`src/pdbw_pkg.sv`:
```
package pdbw_pkg;
  localparam logic [31:0] PDBW_KIND_JUMP = 32'h0000_0001;
  localparam logic [31:0] PDBW_KIND_WRMSG = 32'h0000_0002;
  localparam logic [31:0] PDBW_KIND_NEXTMSG = 32'h0000_0003;
  localparam logic [31:0] PDBW_KIND_SPECMSG = 32'h0000_0004;
  localparam logic [31:0] PDBW_KIND_LASTMSG = 32'h0000_0005;
  localparam logic [31:0] PDBW_KIND_SETGLOB = 32'h0000_0006;
  localparam logic [31:0] PDBW_KIND_SETSTAT = 32'h0000_0007;
  localparam logic [31:0] PDBW_HDR_SKIP_OFS = 32'h0000_0004;
  localparam logic [31:0] PDBW_HDR_LEN = 32'h0000_0008;
  localparam logic [31:0] PDBW_WR_SEL_OFS = 32'h0000_0004;
  localparam logic [31:0] PDBW_CMP_FALSE_OFS = 32'h0000_0004;
  localparam logic [31:0] PDBW_CMP2_SEL_OFS = 32'h0000_0008;
  localparam logic [31:0] PDBW_CMP1_SEL_OFS = 32'h0000_0004;
  localparam logic [31:0] PDBW_G_EXP_OFS = 32'h0000_0004;
  localparam logic [31:0] PDBW_G_TMO_OFS = 32'h0000_0008;
  localparam logic [31:0] PDBW_G_SEL_OFS = 32'h0000_000c;
  localparam logic [31:0] PDBW_G_CTL_OFS = 32'h0000_000e;
  localparam logic [31:0] PDBW_ST_VAL_OFS = 32'h0000_0004;
  localparam logic [31:0] PDBW_TMO_INIT = 32'h0000_0400;
  localparam logic [15:0] PDBW_STATUS_INIT = 16'h0fff;
  localparam logic [1:0] PDBW_DWORD_LAST = 2'h3;
  localparam logic [1:0] PDBW_WORD_LAST = 2'h1;
  localparam int PDBW_MS_NS = 1000000;
  localparam int PDBW_CLK_NS = 25;
  localparam int PDBW_MS_CYCLES = PDBW_MS_NS / PDBW_CLK_NS;
  localparam int PDBW_MAILBOX_PAYLOAD_BYTES = 256;
  localparam int PDBW_RX_HDR_BYTES = 3;
  typedef enum logic [4:0] {
    PDBW_IDLE, PDBW_CHK, PDBW_REQ, PDBW_WAIT, PDBW_HDR, PDBW_DISP,
    PDBW_JMP, PDBW_WR, PDBW_PUSH, PDBW_DRAIN, PDBW_CMPP, PDBW_RXW,
    PDBW_CMPB, PDBW_SETG, PDBW_SETS
  } pdbw_state_t;
endpackage

```
`src/pdbw_walker.sv`:
```
// What this block does
// - next header from next/match/mismatch/expiry pointer
// - data block read right after header
// - messages use the ordinary mailbox transfer
// - kind 1 jumps to its next pointer
// - only low byte of each word sent
// - write block field layout, length gives bytes
// - sent goes next, stuck mailbox goes expiry
// - kind 3: next message match/mismatch/timeout
// - kind 4: discard others until match/timeout
// - always keep the latest received message
// - kind 5 compares stored message, no wait
// - compare low bytes, count from length field
// - store up to 256 payload bytes
// - kind 6 loads the four globals
// - globals start 0400 hex and zero
// - globals stand in for missing local fields
// - status starts FFF hex, kind 7 sets
// - status judged at image end, zero good
// - unknown kind follows the skip pointer
// - pointers are byte offsets into image
`timescale 1ns/100ps
module pdbw_walker import pdbw_pkg::*; #(
  parameter int MS_CYCLES = PDBW_MS_CYCLES
) (
  input wire logic ref_clk_in, // 40 MHz clock
  input wire logic rst_in, // async reset, high
  input wire logic start_in, // begin download
  input wire logic [31:0] first_ptr_in, // first block header
  input wire logic [31:0] img_len_in, // image size in bytes
  output logic img_rd_out, // image byte read strobe
  output logic [31:0] img_addr_out, // image byte offset
  input wire logic img_valid_in, // read data valid
  input wire logic [7:0] img_data_in, // read data byte
  output logic tx_valid_out, // message byte valid
  output logic [7:0] tx_data_out, // message byte
  output logic tx_last_out, // last message byte
  input wire logic tx_ready_in, // mailbox takes byte
  input wire logic rx_valid_in, // device message byte
  input wire logic [7:0] rx_data_in, // device message data
  input wire logic rx_last_in, // last byte of message
  output logic rx_ready_out, // always accepting
  output logic busy_out, // walking the image
  output logic done_out, // image end reached
  output logic ok_out, // download succeeded
  output logic [15:0] status_out, // download status
  output logic [7:0] glob_sel_out, // global selector
  output logic [7:0] glob_ctl_out // global control-high
);
  pdbw_state_t st_reg, ret_reg;
  logic [31:0] ptr_reg, base_reg, kind_reg, skip_reg, nxt_reg;
  logic [31:0] tptr_reg, fptr_reg, gexp_reg, gtmo_reg, fbase_reg;
  logic [31:0] fa_reg, acc_reg;
  logic [1:0] fi_reg, fn_reg;
  logic [2:0] fld_reg;
  logic [8:0] k_reg;
  logic [7:0] len_reg, pb_reg;
  logic pl_reg, mism_reg;
  logic [7:0] rx_hdr [PDBW_RX_HDR_BYTES];
  logic [7:0] rx_mem [PDBW_MAILBOX_PAYLOAD_BYTES];
  logic [8:0] rx_idx_reg;
  logic rx_new_reg, rx_take;
  logic [31:0] msdiv_reg, ms_reg;
  logic tmr_clr, expired;
  logic ob_v_reg, sk_v_reg, sk_l_reg, push, in_rdy, buf_empty;
  logic [7:0] sk_d_reg;
  wire [7:0] byte_w = acc_reg[7:0];
  wire [8:0] last_k = 9'(byte_w) + 9'h002;
  wire [8:0] elast_k = 9'(len_reg) + 9'h002;
  wire [8:0] pay_k = k_reg - 9'h003;
  wire [7:0] stored = (k_reg < 9'h003) ? rx_hdr[k_reg[1:0]]
                                        : rx_mem[pay_k[7:0]];
  wire cmp_bad = mism_reg || (byte_w != stored);
  wire cmp_end = (k_reg == ((k_reg == 9'h002) ? last_k : elast_k));
  wire [31:0] k_ofs = {22'h0, k_reg, 1'b0};
  wire [1:0] acc_sh = fi_reg;

  assign in_rdy = !sk_v_reg;
  assign buf_empty = !ob_v_reg && !sk_v_reg;
  assign push = (st_reg == PDBW_PUSH) && in_rdy && !expired;
  assign tmr_clr = (st_reg == PDBW_DISP);
  assign expired = (ms_reg >= gtmo_reg);
  assign rx_take = (st_reg == PDBW_RXW) && rx_new_reg;
  logic [7:0] sel_g, ctl_g;
  assign glob_sel_out = sel_g;
  assign glob_ctl_out = ctl_g;

  always_ff @(posedge ref_clk_in or posedge rst_in) begin
    if (rst_in) begin
      msdiv_reg <= 32'h0;
      ms_reg <= 32'h0;
    end else if (tmr_clr) begin
      msdiv_reg <= 32'h0;
      ms_reg <= 32'h0;
    end else if (msdiv_reg == 32'(MS_CYCLES - 1)) begin
      msdiv_reg <= 32'h0;
      ms_reg <= expired ? ms_reg : ms_reg + 32'h1;
    end else begin
      msdiv_reg <= msdiv_reg + 32'h1;
    end
  end

  // two-entry output buffer: output stage plus skid stage
  always_ff @(posedge ref_clk_in or posedge rst_in) begin
    if (rst_in) begin
      ob_v_reg <= 1'b0;
      tx_data_out <= 8'h0;
      tx_last_out <= 1'b0;
      sk_v_reg <= 1'b0;
      sk_d_reg <= 8'h0;
      sk_l_reg <= 1'b0;
    end else if (!ob_v_reg || tx_ready_in) begin
      if (sk_v_reg) begin
        ob_v_reg <= 1'b1;
        tx_data_out <= sk_d_reg;
        tx_last_out <= sk_l_reg;
        sk_v_reg <= 1'b0;
      end else begin
        ob_v_reg <= push;
        tx_data_out <= pb_reg;
        tx_last_out <= pl_reg;
      end
    end else if (push) begin
      sk_v_reg <= 1'b1;
      sk_d_reg <= pb_reg;
      sk_l_reg <= pl_reg;
    end
  end
  assign tx_valid_out = ob_v_reg;

  always_ff @(posedge ref_clk_in or posedge rst_in) begin
    if (rst_in) begin
      rx_idx_reg <= 9'h0;
      rx_new_reg <= 1'b0;
      rx_ready_out <= 1'b0;
    end else begin
      rx_ready_out <= 1'b1;
      if (rx_valid_in) begin
        if (rx_idx_reg < 9'(PDBW_RX_HDR_BYTES)) begin
          rx_hdr[rx_idx_reg[1:0]] <= rx_data_in;
        end else if (rx_idx_reg < 9'(PDBW_MAILBOX_PAYLOAD_BYTES + 3)) begin
          rx_mem[8'(rx_idx_reg - 9'h003)] <= rx_data_in;
        end
        rx_idx_reg <= rx_last_in ? 9'h0 : rx_idx_reg + 9'h1;
      end
      // a message older than the block is not the next one
      if (rx_valid_in && rx_last_in) begin
        rx_new_reg <= 1'b1;
      end else if (rx_take || tmr_clr) begin
        rx_new_reg <= 1'b0;
      end
    end
  end

  // main walker
  always_ff @(posedge ref_clk_in or posedge rst_in) begin
    if (rst_in) begin
      st_reg <= PDBW_IDLE;
      ret_reg <= PDBW_IDLE;
      {ptr_reg, base_reg, kind_reg, skip_reg, nxt_reg} <= '0;
      {tptr_reg, fptr_reg, gexp_reg, fbase_reg, fa_reg} <= '0;
      acc_reg <= 32'h0;
      gtmo_reg <= PDBW_TMO_INIT;
      {fi_reg, fn_reg, fld_reg, k_reg, len_reg, pb_reg} <= '0;
      {pl_reg, mism_reg, sel_g, ctl_g} <= '0;
      img_rd_out <= 1'b0;
      img_addr_out <= 32'h0;
      busy_out <= 1'b0;
      done_out <= 1'b0;
      ok_out <= 1'b0;
      status_out <= PDBW_STATUS_INIT;
    end else begin
      img_rd_out <= 1'b0;
      case (st_reg)
        PDBW_IDLE: if (start_in) begin
          ptr_reg <= first_ptr_in;
          gexp_reg <= 32'h0;
          gtmo_reg <= PDBW_TMO_INIT;
          sel_g <= 8'h0;
          ctl_g <= 8'h0;
          status_out <= PDBW_STATUS_INIT;
          done_out <= 1'b0;
          busy_out <= 1'b1;
          st_reg <= PDBW_CHK;
        end
        PDBW_CHK: if (ptr_reg >= img_len_in) begin
          done_out <= 1'b1;
          ok_out <= (status_out == 16'h0);
          busy_out <= 1'b0;
          st_reg <= PDBW_IDLE;
        end else begin
          fa_reg <= ptr_reg;
          fn_reg <= PDBW_DWORD_LAST;
          ret_reg <= PDBW_HDR;
          fld_reg <= 3'h0;
          st_reg <= PDBW_REQ;
        end
        PDBW_REQ: begin
          img_rd_out <= 1'b1;
          img_addr_out <= fa_reg + 32'(fi_reg);
          st_reg <= PDBW_WAIT;
        end
        PDBW_WAIT: if (img_valid_in) begin
          if (fi_reg == 2'h0) begin
            acc_reg <= {24'h0, img_data_in};
          end else begin
            acc_reg[8*acc_sh +: 8] <= img_data_in;
          end
          fi_reg <= (fi_reg == fn_reg) ? 2'h0 : fi_reg + 2'h1;
          st_reg <= (fi_reg == fn_reg) ? ret_reg : PDBW_REQ;
        end
        PDBW_HDR: if (fld_reg == 3'h0) begin
          kind_reg <= acc_reg;
          fa_reg <= ptr_reg + PDBW_HDR_SKIP_OFS;
          fld_reg <= 3'h1;
          st_reg <= PDBW_REQ;
        end else begin
          skip_reg <= acc_reg;
          base_reg <= ptr_reg + PDBW_HDR_LEN;
          st_reg <= PDBW_DISP;
        end
        PDBW_DISP: begin
          fa_reg <= base_reg;
          fn_reg <= PDBW_DWORD_LAST;
          fld_reg <= 3'h0;
          k_reg <= 9'h0;
          mism_reg <= 1'b0;
          st_reg <= PDBW_REQ;
          // pick handler state by block kind
          case (kind_reg)
            PDBW_KIND_JUMP: ret_reg <= PDBW_JMP;
            PDBW_KIND_WRMSG: ret_reg <= PDBW_WR;
            PDBW_KIND_NEXTMSG, PDBW_KIND_SPECMSG,
            PDBW_KIND_LASTMSG: ret_reg <= PDBW_CMPP;
            PDBW_KIND_SETGLOB: ret_reg <= PDBW_SETG;
            PDBW_KIND_SETSTAT: ret_reg <= PDBW_SETS;
            default: begin
              ptr_reg <= skip_reg;
              st_reg <= PDBW_CHK;
            end
          endcase
        end
        PDBW_JMP: begin
          ptr_reg <= acc_reg;
          st_reg <= PDBW_CHK;
        end
        PDBW_WR: begin
          if (fld_reg == 3'h0) begin
            nxt_reg <= acc_reg;
            fld_reg <= 3'h1;
          end else begin
            pb_reg <= byte_w;
            if (k_reg == 9'h002) len_reg <= byte_w;
            pl_reg <= cmp_end;
            st_reg <= PDBW_PUSH;
          end
          if (fld_reg == 3'h0) begin
            fa_reg <= base_reg + PDBW_WR_SEL_OFS;
            fn_reg <= PDBW_WORD_LAST;
            st_reg <= PDBW_REQ;
          end
        end
        PDBW_PUSH: if (expired) begin
          ptr_reg <= gexp_reg;
          st_reg <= PDBW_CHK;
        end else if (in_rdy) begin
          k_reg <= k_reg + 9'h1;
          fa_reg <= base_reg + PDBW_WR_SEL_OFS + k_ofs + 32'h2;
          st_reg <= pl_reg ? PDBW_DRAIN : PDBW_REQ;
        end
        PDBW_DRAIN: if (buf_empty) begin
          ptr_reg <= nxt_reg;
          st_reg <= PDBW_CHK;
        end else if (expired) begin
          ptr_reg <= gexp_reg;
          st_reg <= PDBW_CHK;
        end
        PDBW_CMPP: begin
          fn_reg <= PDBW_WORD_LAST;
          if (fld_reg == 3'h0) begin
            tptr_reg <= acc_reg;
            fld_reg <= 3'h1;
            if (kind_reg == PDBW_KIND_SPECMSG) begin
              fbase_reg <= base_reg + PDBW_CMP1_SEL_OFS;
              st_reg <= PDBW_RXW;
            end else begin
              fa_reg <= base_reg + PDBW_CMP_FALSE_OFS;
              fn_reg <= PDBW_DWORD_LAST;
              st_reg <= PDBW_REQ;
            end
          end else begin
            fptr_reg <= acc_reg;
            fbase_reg <= base_reg + PDBW_CMP2_SEL_OFS;
            fa_reg <= base_reg + PDBW_CMP2_SEL_OFS;
            ret_reg <= PDBW_CMPB;
            st_reg <= (kind_reg == PDBW_KIND_LASTMSG) ? PDBW_REQ
                                                      : PDBW_RXW;
          end
        end
        PDBW_RXW: if (rx_new_reg) begin
          k_reg <= 9'h0;
          mism_reg <= 1'b0;
          fa_reg <= fbase_reg;
          ret_reg <= PDBW_CMPB;
          st_reg <= PDBW_REQ;
        end else if (expired) begin
          ptr_reg <= gexp_reg;
          st_reg <= PDBW_CHK;
        end
        PDBW_CMPB: begin
          mism_reg <= cmp_bad;
          if (k_reg == 9'h002) len_reg <= byte_w;
          k_reg <= k_reg + 9'h1;
          fa_reg <= fbase_reg + k_ofs + 32'h2;
          st_reg <= PDBW_REQ;
          if (cmp_end) begin
            if (!cmp_bad) begin
              ptr_reg <= tptr_reg;
              st_reg <= PDBW_CHK;
            end else if (kind_reg == PDBW_KIND_SPECMSG) begin
              st_reg <= PDBW_RXW;
            end else begin
              ptr_reg <= fptr_reg;
              st_reg <= PDBW_CHK;
            end
          end
        end
        PDBW_SETG: begin
          fld_reg <= fld_reg + 3'h1;
          fn_reg <= PDBW_DWORD_LAST;
          st_reg <= PDBW_REQ;
          case (fld_reg)
            3'h0: begin
              nxt_reg <= acc_reg;
              fa_reg <= base_reg + PDBW_G_EXP_OFS;
            end
            3'h1: begin
              gexp_reg <= acc_reg;
              fa_reg <= base_reg + PDBW_G_TMO_OFS;
            end
            3'h2: begin
              gtmo_reg <= acc_reg;
              fa_reg <= base_reg + PDBW_G_SEL_OFS;
              fn_reg <= PDBW_WORD_LAST;
            end
            3'h3: begin
              sel_g <= byte_w;
              fa_reg <= base_reg + PDBW_G_CTL_OFS;
              fn_reg <= PDBW_WORD_LAST;
            end
            default: begin
              ctl_g <= byte_w;
              ptr_reg <= nxt_reg;
              st_reg <= PDBW_CHK;
            end
          endcase
        end
        PDBW_SETS: if (fld_reg == 3'h0) begin
          nxt_reg <= acc_reg;
          fld_reg <= 3'h1;
          fa_reg <= base_reg + PDBW_ST_VAL_OFS;
          fn_reg <= PDBW_WORD_LAST;
          st_reg <= PDBW_REQ;
        end else begin
          status_out <= acc_reg[15:0];
          ptr_reg <= nxt_reg;
          st_reg <= PDBW_CHK;
        end
        default: st_reg <= PDBW_IDLE;
      endcase
    end
  end
endmodule

```
`config.mk`:
```
export PLATFORM = sky130hd
export DESIGN_NAME = pdbw_walker
export DESIGN_NICKNAME = d
export VERILOG_FILES = /design/src/pdbw_pkg.sv /design/src/pdbw_walker.sv
export SDC_FILE = /design/constraint.sdc
export NUM_CORES = 2
export LEC_CHECK = 0
export BUFFER_PORTS_ARGS = -buffer_cell sky130_fd_sc_hd__buf_2
export CAP_MARGIN = 20
export CORE_MARGIN = 2
export CORE_UTILIZATION = 40
export CTS_CLUSTER_SIZE = 40
export DETAILED_ROUTE_END_ITERATION = 8
export GPL_TIMING_DRIVEN = 1
export SLEW_MARGIN = 20
export SYNTH_ARGS = -nofsm -noshare
export SYNTH_HDL_FRONTEND = slang
export SYNTH_SLANG_ARGS = --single-unit
```
`constraint.sdc`:
```
create_clock -name ref_clk_in -period 20.9 [get_ports ref_clk_in]
set_clock_uncertainty 0.05 [all_clocks]
set_input_delay 1.045 -clock ref_clk_in [delete_from_list [all_inputs] [get_ports ref_clk_in]]
set_output_delay 1.045 -clock ref_clk_in [all_outputs]
set_load 0.02 [all_outputs]
```
# Word level (Yosys, flattened, before mapping)
# Memory sizes are Yosys's and may differ from the RTL's.
# Index checks and enable logic that the tools add are counted.
# op_classes
add_sub_neg,22
order_cmp,5
n_eq_ne,56
n_shift,2
muxes,114
bitwise,2
reduce_logical,65
# ops
cell,n
$mux W32,30
$pmux W32 S9,2
$add A32 B4 Y32 const B,4
$eq A32 B3 Y1 const B,4
$pmux W32 S2,2
$pmux W32 S4,1
$pmux W5 S15,1
$add A32 B1 Y32 const B,2
$add A32 B10 Y32,2
$add A32 B2 Y32 const B,2
$add A32 B3 Y32 const B,2
$eq A32 B2 Y1 const B,2
$ge A32 B32 Y1,2
$mux W5,12
$mux W8,7
$pmux W8 S2,3
$mux W9,5
$ne A2 B2 Y1 const B,19
$pmux W9 S4,1
$eq A5 B4 Y1 const B,7
$neg A5 Y34,1
$shift A8 B34 Y32 const A,1
$shiftx A8 B34 Y32,1
$add A32 B2 Y32,1
58 further kinds,152
# totals
regBits,591
ramBits,2072
inputBits,87
elab_cells,309
mem_count,2
# memory_table
memory,depth,width,read_ports,rd_clocked_by_memory_dff,write_ports,line,source
rx_mem,256,8,1,0,1,pdbw_walker.sv:60,logic [7:0] rx_mem [PDBW_MAILBOX_PAYLOAD_BYTES];
rx_hdr,3,8,1,0,1,pdbw_walker.sv:59,logic [7:0] rx_hdr [PDBW_RX_HDR_BYTES];

# Depth between registers and ports, before layout
# An unclocked memory read counts as a cell.
# logic_depth
depth_word,8
ltp_mapped,29
mapped_depth_nobuf,19

# Worst setup path after synthesis
# Ideal clock, no wire load.
# synth_timing
kind,input to register
from,in rst_in
to,"mem rx_mem[108][0], enable pin"
setup_ps,370
arrival_time_ps,15729
setup_slack_ps,4751
path_stages,7
cell_sequence,inv_1 and3_1 clkbuf_1 clkbuf_1 nand3_1 clkbuf_1 nor2_1
# synth_between
elab_chain_cells,3
# synth_lines
element,line,source
"start, declared",pdbw_walker.sv:27,"input wire logic rst_in,"
$logic_not A1 Y1 (no line),--,
$logic_and A1 B1 Y1 (implied by the code),pdbw_walker.sv:142,rx_mem[8'(rx_idx_reg - 9'h003)] <= rx_data_in;
$mux W1 (implied by the code),pdbw_walker.sv:142,
"end, declared",pdbw_walker.sv:60,
# No other way between the ends.

# Worst setup path after layout
# layout_timing
from,reg k_reg[0]
to,reg ptr_reg[28]
# layout_between
elab_chain_cells,8
# layout_lines
element,line,source
"start, declared",pdbw_walker.sv:56,logic [8:0] k_reg;
"start signal, assigned",pdbw_walker.sv:267,k_reg <= k_reg + 9'h1;
"start signal, assigned",pdbw_walker.sv:313,k_reg <= k_reg + 9'h1;
$sub A8 B2 Y8,pdbw_walker.sv:70,wire [8:0] pay_k = k_reg - 9'h003;
$mem_v2 Z256 W8,--,
$mux W8,pdbw_walker.sv:71,wire [7:0] stored = (k_reg < 9'h003) ? rx_hdr[k_reg[1:0]]
$ne A8 B8 Y1,pdbw_walker.sv:73,wire cmp_bad = mism_reg || (byte_w != stored);
$logic_or A1 B1 Y1,pdbw_walker.sv:73,
$mux W32,pdbw_walker.sv:317,if (!cmp_bad) begin
$mux W32,pdbw_walker.sv:316,if (cmp_end) begin
$pmux W32 S9,pdbw_walker.sv:174,case (st_reg)
"end signal, assigned",pdbw_walker.sv:176,ptr_reg <= first_ptr_in;
"end signal, assigned",pdbw_walker.sv:318,ptr_reg <= tptr_reg;
"end signal, assigned",pdbw_walker.sv:323,ptr_reg <= fptr_reg;
"end, declared",pdbw_walker.sv:51,"logic [31:0] ptr_reg, base_reg, kind_reg, skip_reg, nxt_reg;"
# Several ways; a longest one is shown, not always the timed one. The select of a mux whose other input is x is not followed.
# A chain may end at the register's enable or synchronous reset.

==> run_results.csv <==
group,metric,value,unit
outcome,status,"complete, no violations",
setup_path,cp.depth,18,
synthesis,synth_top_family_by_area,"multiplexers",
synthesis,synthMuxAreaShare,0.131,
synthesis,netlist_area,0.116,mm^2
clock_tree,cts_tree,"yes",
clock_tree,cts.clk_slew.worst_paths,60,ps
synthesis,synthCells,7848,
detailed_routing,drc,0,
final_layout,top_register,"rx_mem",
floorplan,dieArea,0.295,mm^2
setup_path,slowest_stage,"buf_4",
floorplan,die_h,543,um
final_layout,synthToLayoutAreaGrowth,12.2,%
placed_design,dp_hpwl,219,mm
pwr,powerDensity,86.3,mW/mm^2
placed_design,gp_congestion,0.929,
synthesis,async_flop_share,0.222,
clock_tree,clockBufferDepth,4,
detailed_routing,dr.pass1.iters,7,
clock_tree,cts_setup_buffers,0,
sta,setup_viol,0,
clock_tree,htree_levels,5,
global_routing,antenna_found_initial,9,
floorplan,die_width,543,um
setup_path,worst-setup-path-type,"flop to flop",
global_routing,grtUsageTotal,0.233,
floorplan,io_pins,166,
synthesis,synth_fa_ha_area_frac,0.0147,
final_layout,largest_reg_flops,2048,
setup_path,cpPeakStageDelay,780,ps
synthesis,syn_nets,8070,
sta,slew_viol_final,0,
pwr,total_power,0.0113,W
synthesis,synth_top_area_frac,0.535,
final_layout,finalNonFillerCells,12100,
setup_path,crit_top_cell,"buf_4",
synthesis,yosys.area.top_type,"edfxtp_1",
setup_path,r2r_cells,18,
synthesis,ys.flop_type,"edfxtp_1",
sta,grt_setup_unrepaired,"false",
clock_tree,cts_sinks,2662,
setup_path,path_cells,"buf_4, buf_4, buf_12, buf_4, mux4_2, mux2i_1, o221ai_1, o22ai_1, a2111oi_2, a211oi_1, xnor2_1, or4_4, nor4_4, buf_4, o211ai_4, buf_4, nand2_1, o21ai_1",
detailed_routing,avgViaCountPerCell,5.95,
placed_design,port_buffers,165,
flow_run,drv_cap,0,
synthesis,yosysUniqueCellTypes,88,
synthesis,synth_compound_area_frac,0.0702,
sta,fin_crit,9090,ps
setup_path,start_kind,"flop",
synthesis,yosys.area_share.simple,0.0752,
floorplan,initial_core_util,0.403,
global_routing,grt_max_degree,167,
pwr,power_leakage,44.9,nW
sta,setup_tns,0,ps
sta,worst_slew_pin_slew,1180,ps
setup_path,crit_fanout,73,
clock_tree,cts_resized,0,
setup_path,critPathCaptureType,"flop",
synthesis,synthTopCellsByArea,"edfxtp_1, dfrtp_1, mux4_2",
final_layout,finalNetCount,8198,
setup_path,required,21520,ps
sta,relSlewSlack,0.191,
sta,finalHoldViolations,0,
synthesis,ys_seq_area_frac,0.662,
clock_tree,cts-root-buf,"clkbuf_16",
sta,fmax,110,MHz
detailed_routing,postRouteAntennaNets,0,
pwr,peakVddDrop,0.0660,mV
detailed_routing,drtIter0Drc,8664,
setup_path,path_buf_inv,6,
synthesis,synth-xor-area-share,0.0222,
global_routing,grt_overflow_total,0,
global_routing,grt_pass1_vias,70400,
final_layout,drive_gt1_frac,0.187,
sta,fin_crit_sh,0.435,
global_routing,grt_pass1_wl,504,mm
clock_tree,postCtsHoldBufs,0,
placed_design,dp_cells,11600,
synthesis,syn_avg_cell_area,14.8,um^2
detailed_routing,wire_per_inst,28.8,um
detailed_routing,routed_wl,348,mm
synthesis,ys_warn_count,0,
clock_tree,worstSkewPairLatency,880,ps
setup_path,cp_top_family,"buffers and inverters",
hold_path,hold_class,"input pin to asynchronous set/reset pin",
synthesis,synth-seq-cells,2662,
clock_tree,cts_buffers,287,
setup_path,crit_arrival,9710,ps
detailed_routing,vias,71900,
synthesis,synth_edf_count,2072,
floorplan,rows,197,
floorplan,core,0.289,mm^2
## cell families after synthesis
| family | count (synthesis) |
|---|---|
| adders and majority gates | 135 |
| DFF | 2662 |
| AOI/OAI and AO/OA | 1257 |
| xor gates and xnor gates | 295 |
| muxes | 844 |
| other | 2 |
| buffers and inverters | 645 |
| and+or+nand+nor | 2008 |
## cell usage after synthesis, drive strengths merged (41+ instances only)
cell       n
a21oi    252
a221o     41
a221oi    58
a22oi     46
and3      79
buf      164
clkbuf   335
dfrtp    577
edfxtp  2072
ha       132
inv      143
mux2     163
mux2i    156
mux4     525
nand2    880
nand3    154
nand4     54
nor2     568
nor3      84
o21ai    469
o22ai     66
o32ai     41
xnor2    156
xor2     139
## stage by stage
stage	hold slack (ps)	instance area, um^2	setup WS, ps	util
after floorplan	388	116000	3290	-
after global placement	402	121000	11890	0.421
after detailed placement	404	121000	11840	0.421
after CTS	188	130000	11820	0.452
after global routing	203	130000	11350	0.452
final	196	130000	11810	0.452
## layout make-up
class / count / area (um^2)
clock buffer: 379 / 7860
inverter: 145 / 552
sequential: 2662 / 77000
multi-input combinational: 4541 / 36800
fill: 25200 / 158000
timing repair buffer: 339 / 2280
antenna: 4 / 10.0
tap: 3880 / 4850
clock inverter: 134 / 1110
## power breakdown
part / internal, W / total (W) / switching, W / leakage, nW
clock: 0.00284 / 0.00493 / 0.00209 / 4.37
combinational: 0.000145 / 0.000488 / 0.000342 / 13.9
sequential: 0.00576 / 0.00584 / 0.0000781 / 26.7
total: 0.00874 / 0.0113 / 0.00252 / 44.9
## layer usage
layer,up-vias,track usage,share of wire
met4,8,0.0799,0.037
met3,680,0.0466,0.088
met2,3580,0.365,0.46
met1,37200,0.322,0.41
li1,30400,-,-
met5,-,0,0.00015
## worst reg2reg max path, stage by stage (launching register included)
cell and delay, ps:
dfrtp_4 760, buf_4 770, buf_4 810, buf_12 610
buf_4 820, mux4_2 670, mux2i_1 230, o221ai_1 180
o22ai_1 730, a2111oi_2 200, a211oi_1 510, xnor2_1 140
or4_4 540, nor4_4 390, buf_4 690, o211ai_4 190
buf_4 360, nand2_1 220, o21ai_1 70
## cell usage in the layout, fill, tap and decap left out, types with 136 or more instances in the layout
| cell type | n |
|---|---|
| nor2_1 | 553 |
| inv_1 | 142 |
| a21oi_1 | 249 |
| nand3_1 | 136 |
| mux2_2 | 163 |
| o21ai_0 | 428 |
| buf_2 | 157 |
| xor2_1 | 137 |
| dfrtp_1 | 576 |
| mux2i_1 | 156 |
| nand2_1 | 872 |
| mux4_2 | 523 |
| xnor2_1 | 155 |
| edfxtp_1 | 2072 |
| clkbuf_16 | 297 |
| buf_4 | 168 |
## worst paths after layout
path                         startpoint       endpoint  slack [ps]
max in group asynchronous        rst_in  msdiv_reg[28]       17510
setup / recovery               k_reg[0]    ptr_reg[28]       11810
setup reg to reg               k_reg[0]    ptr_reg[28]       11810
hold / removal                   rst_in     img_rd_out         200
min in group ref_clk_in    tptr_reg[12]   tptr_reg[12]         420
hold reg to reg            tptr_reg[12]   tptr_reg[12]         420
Power figures use the tool's default switching activity.
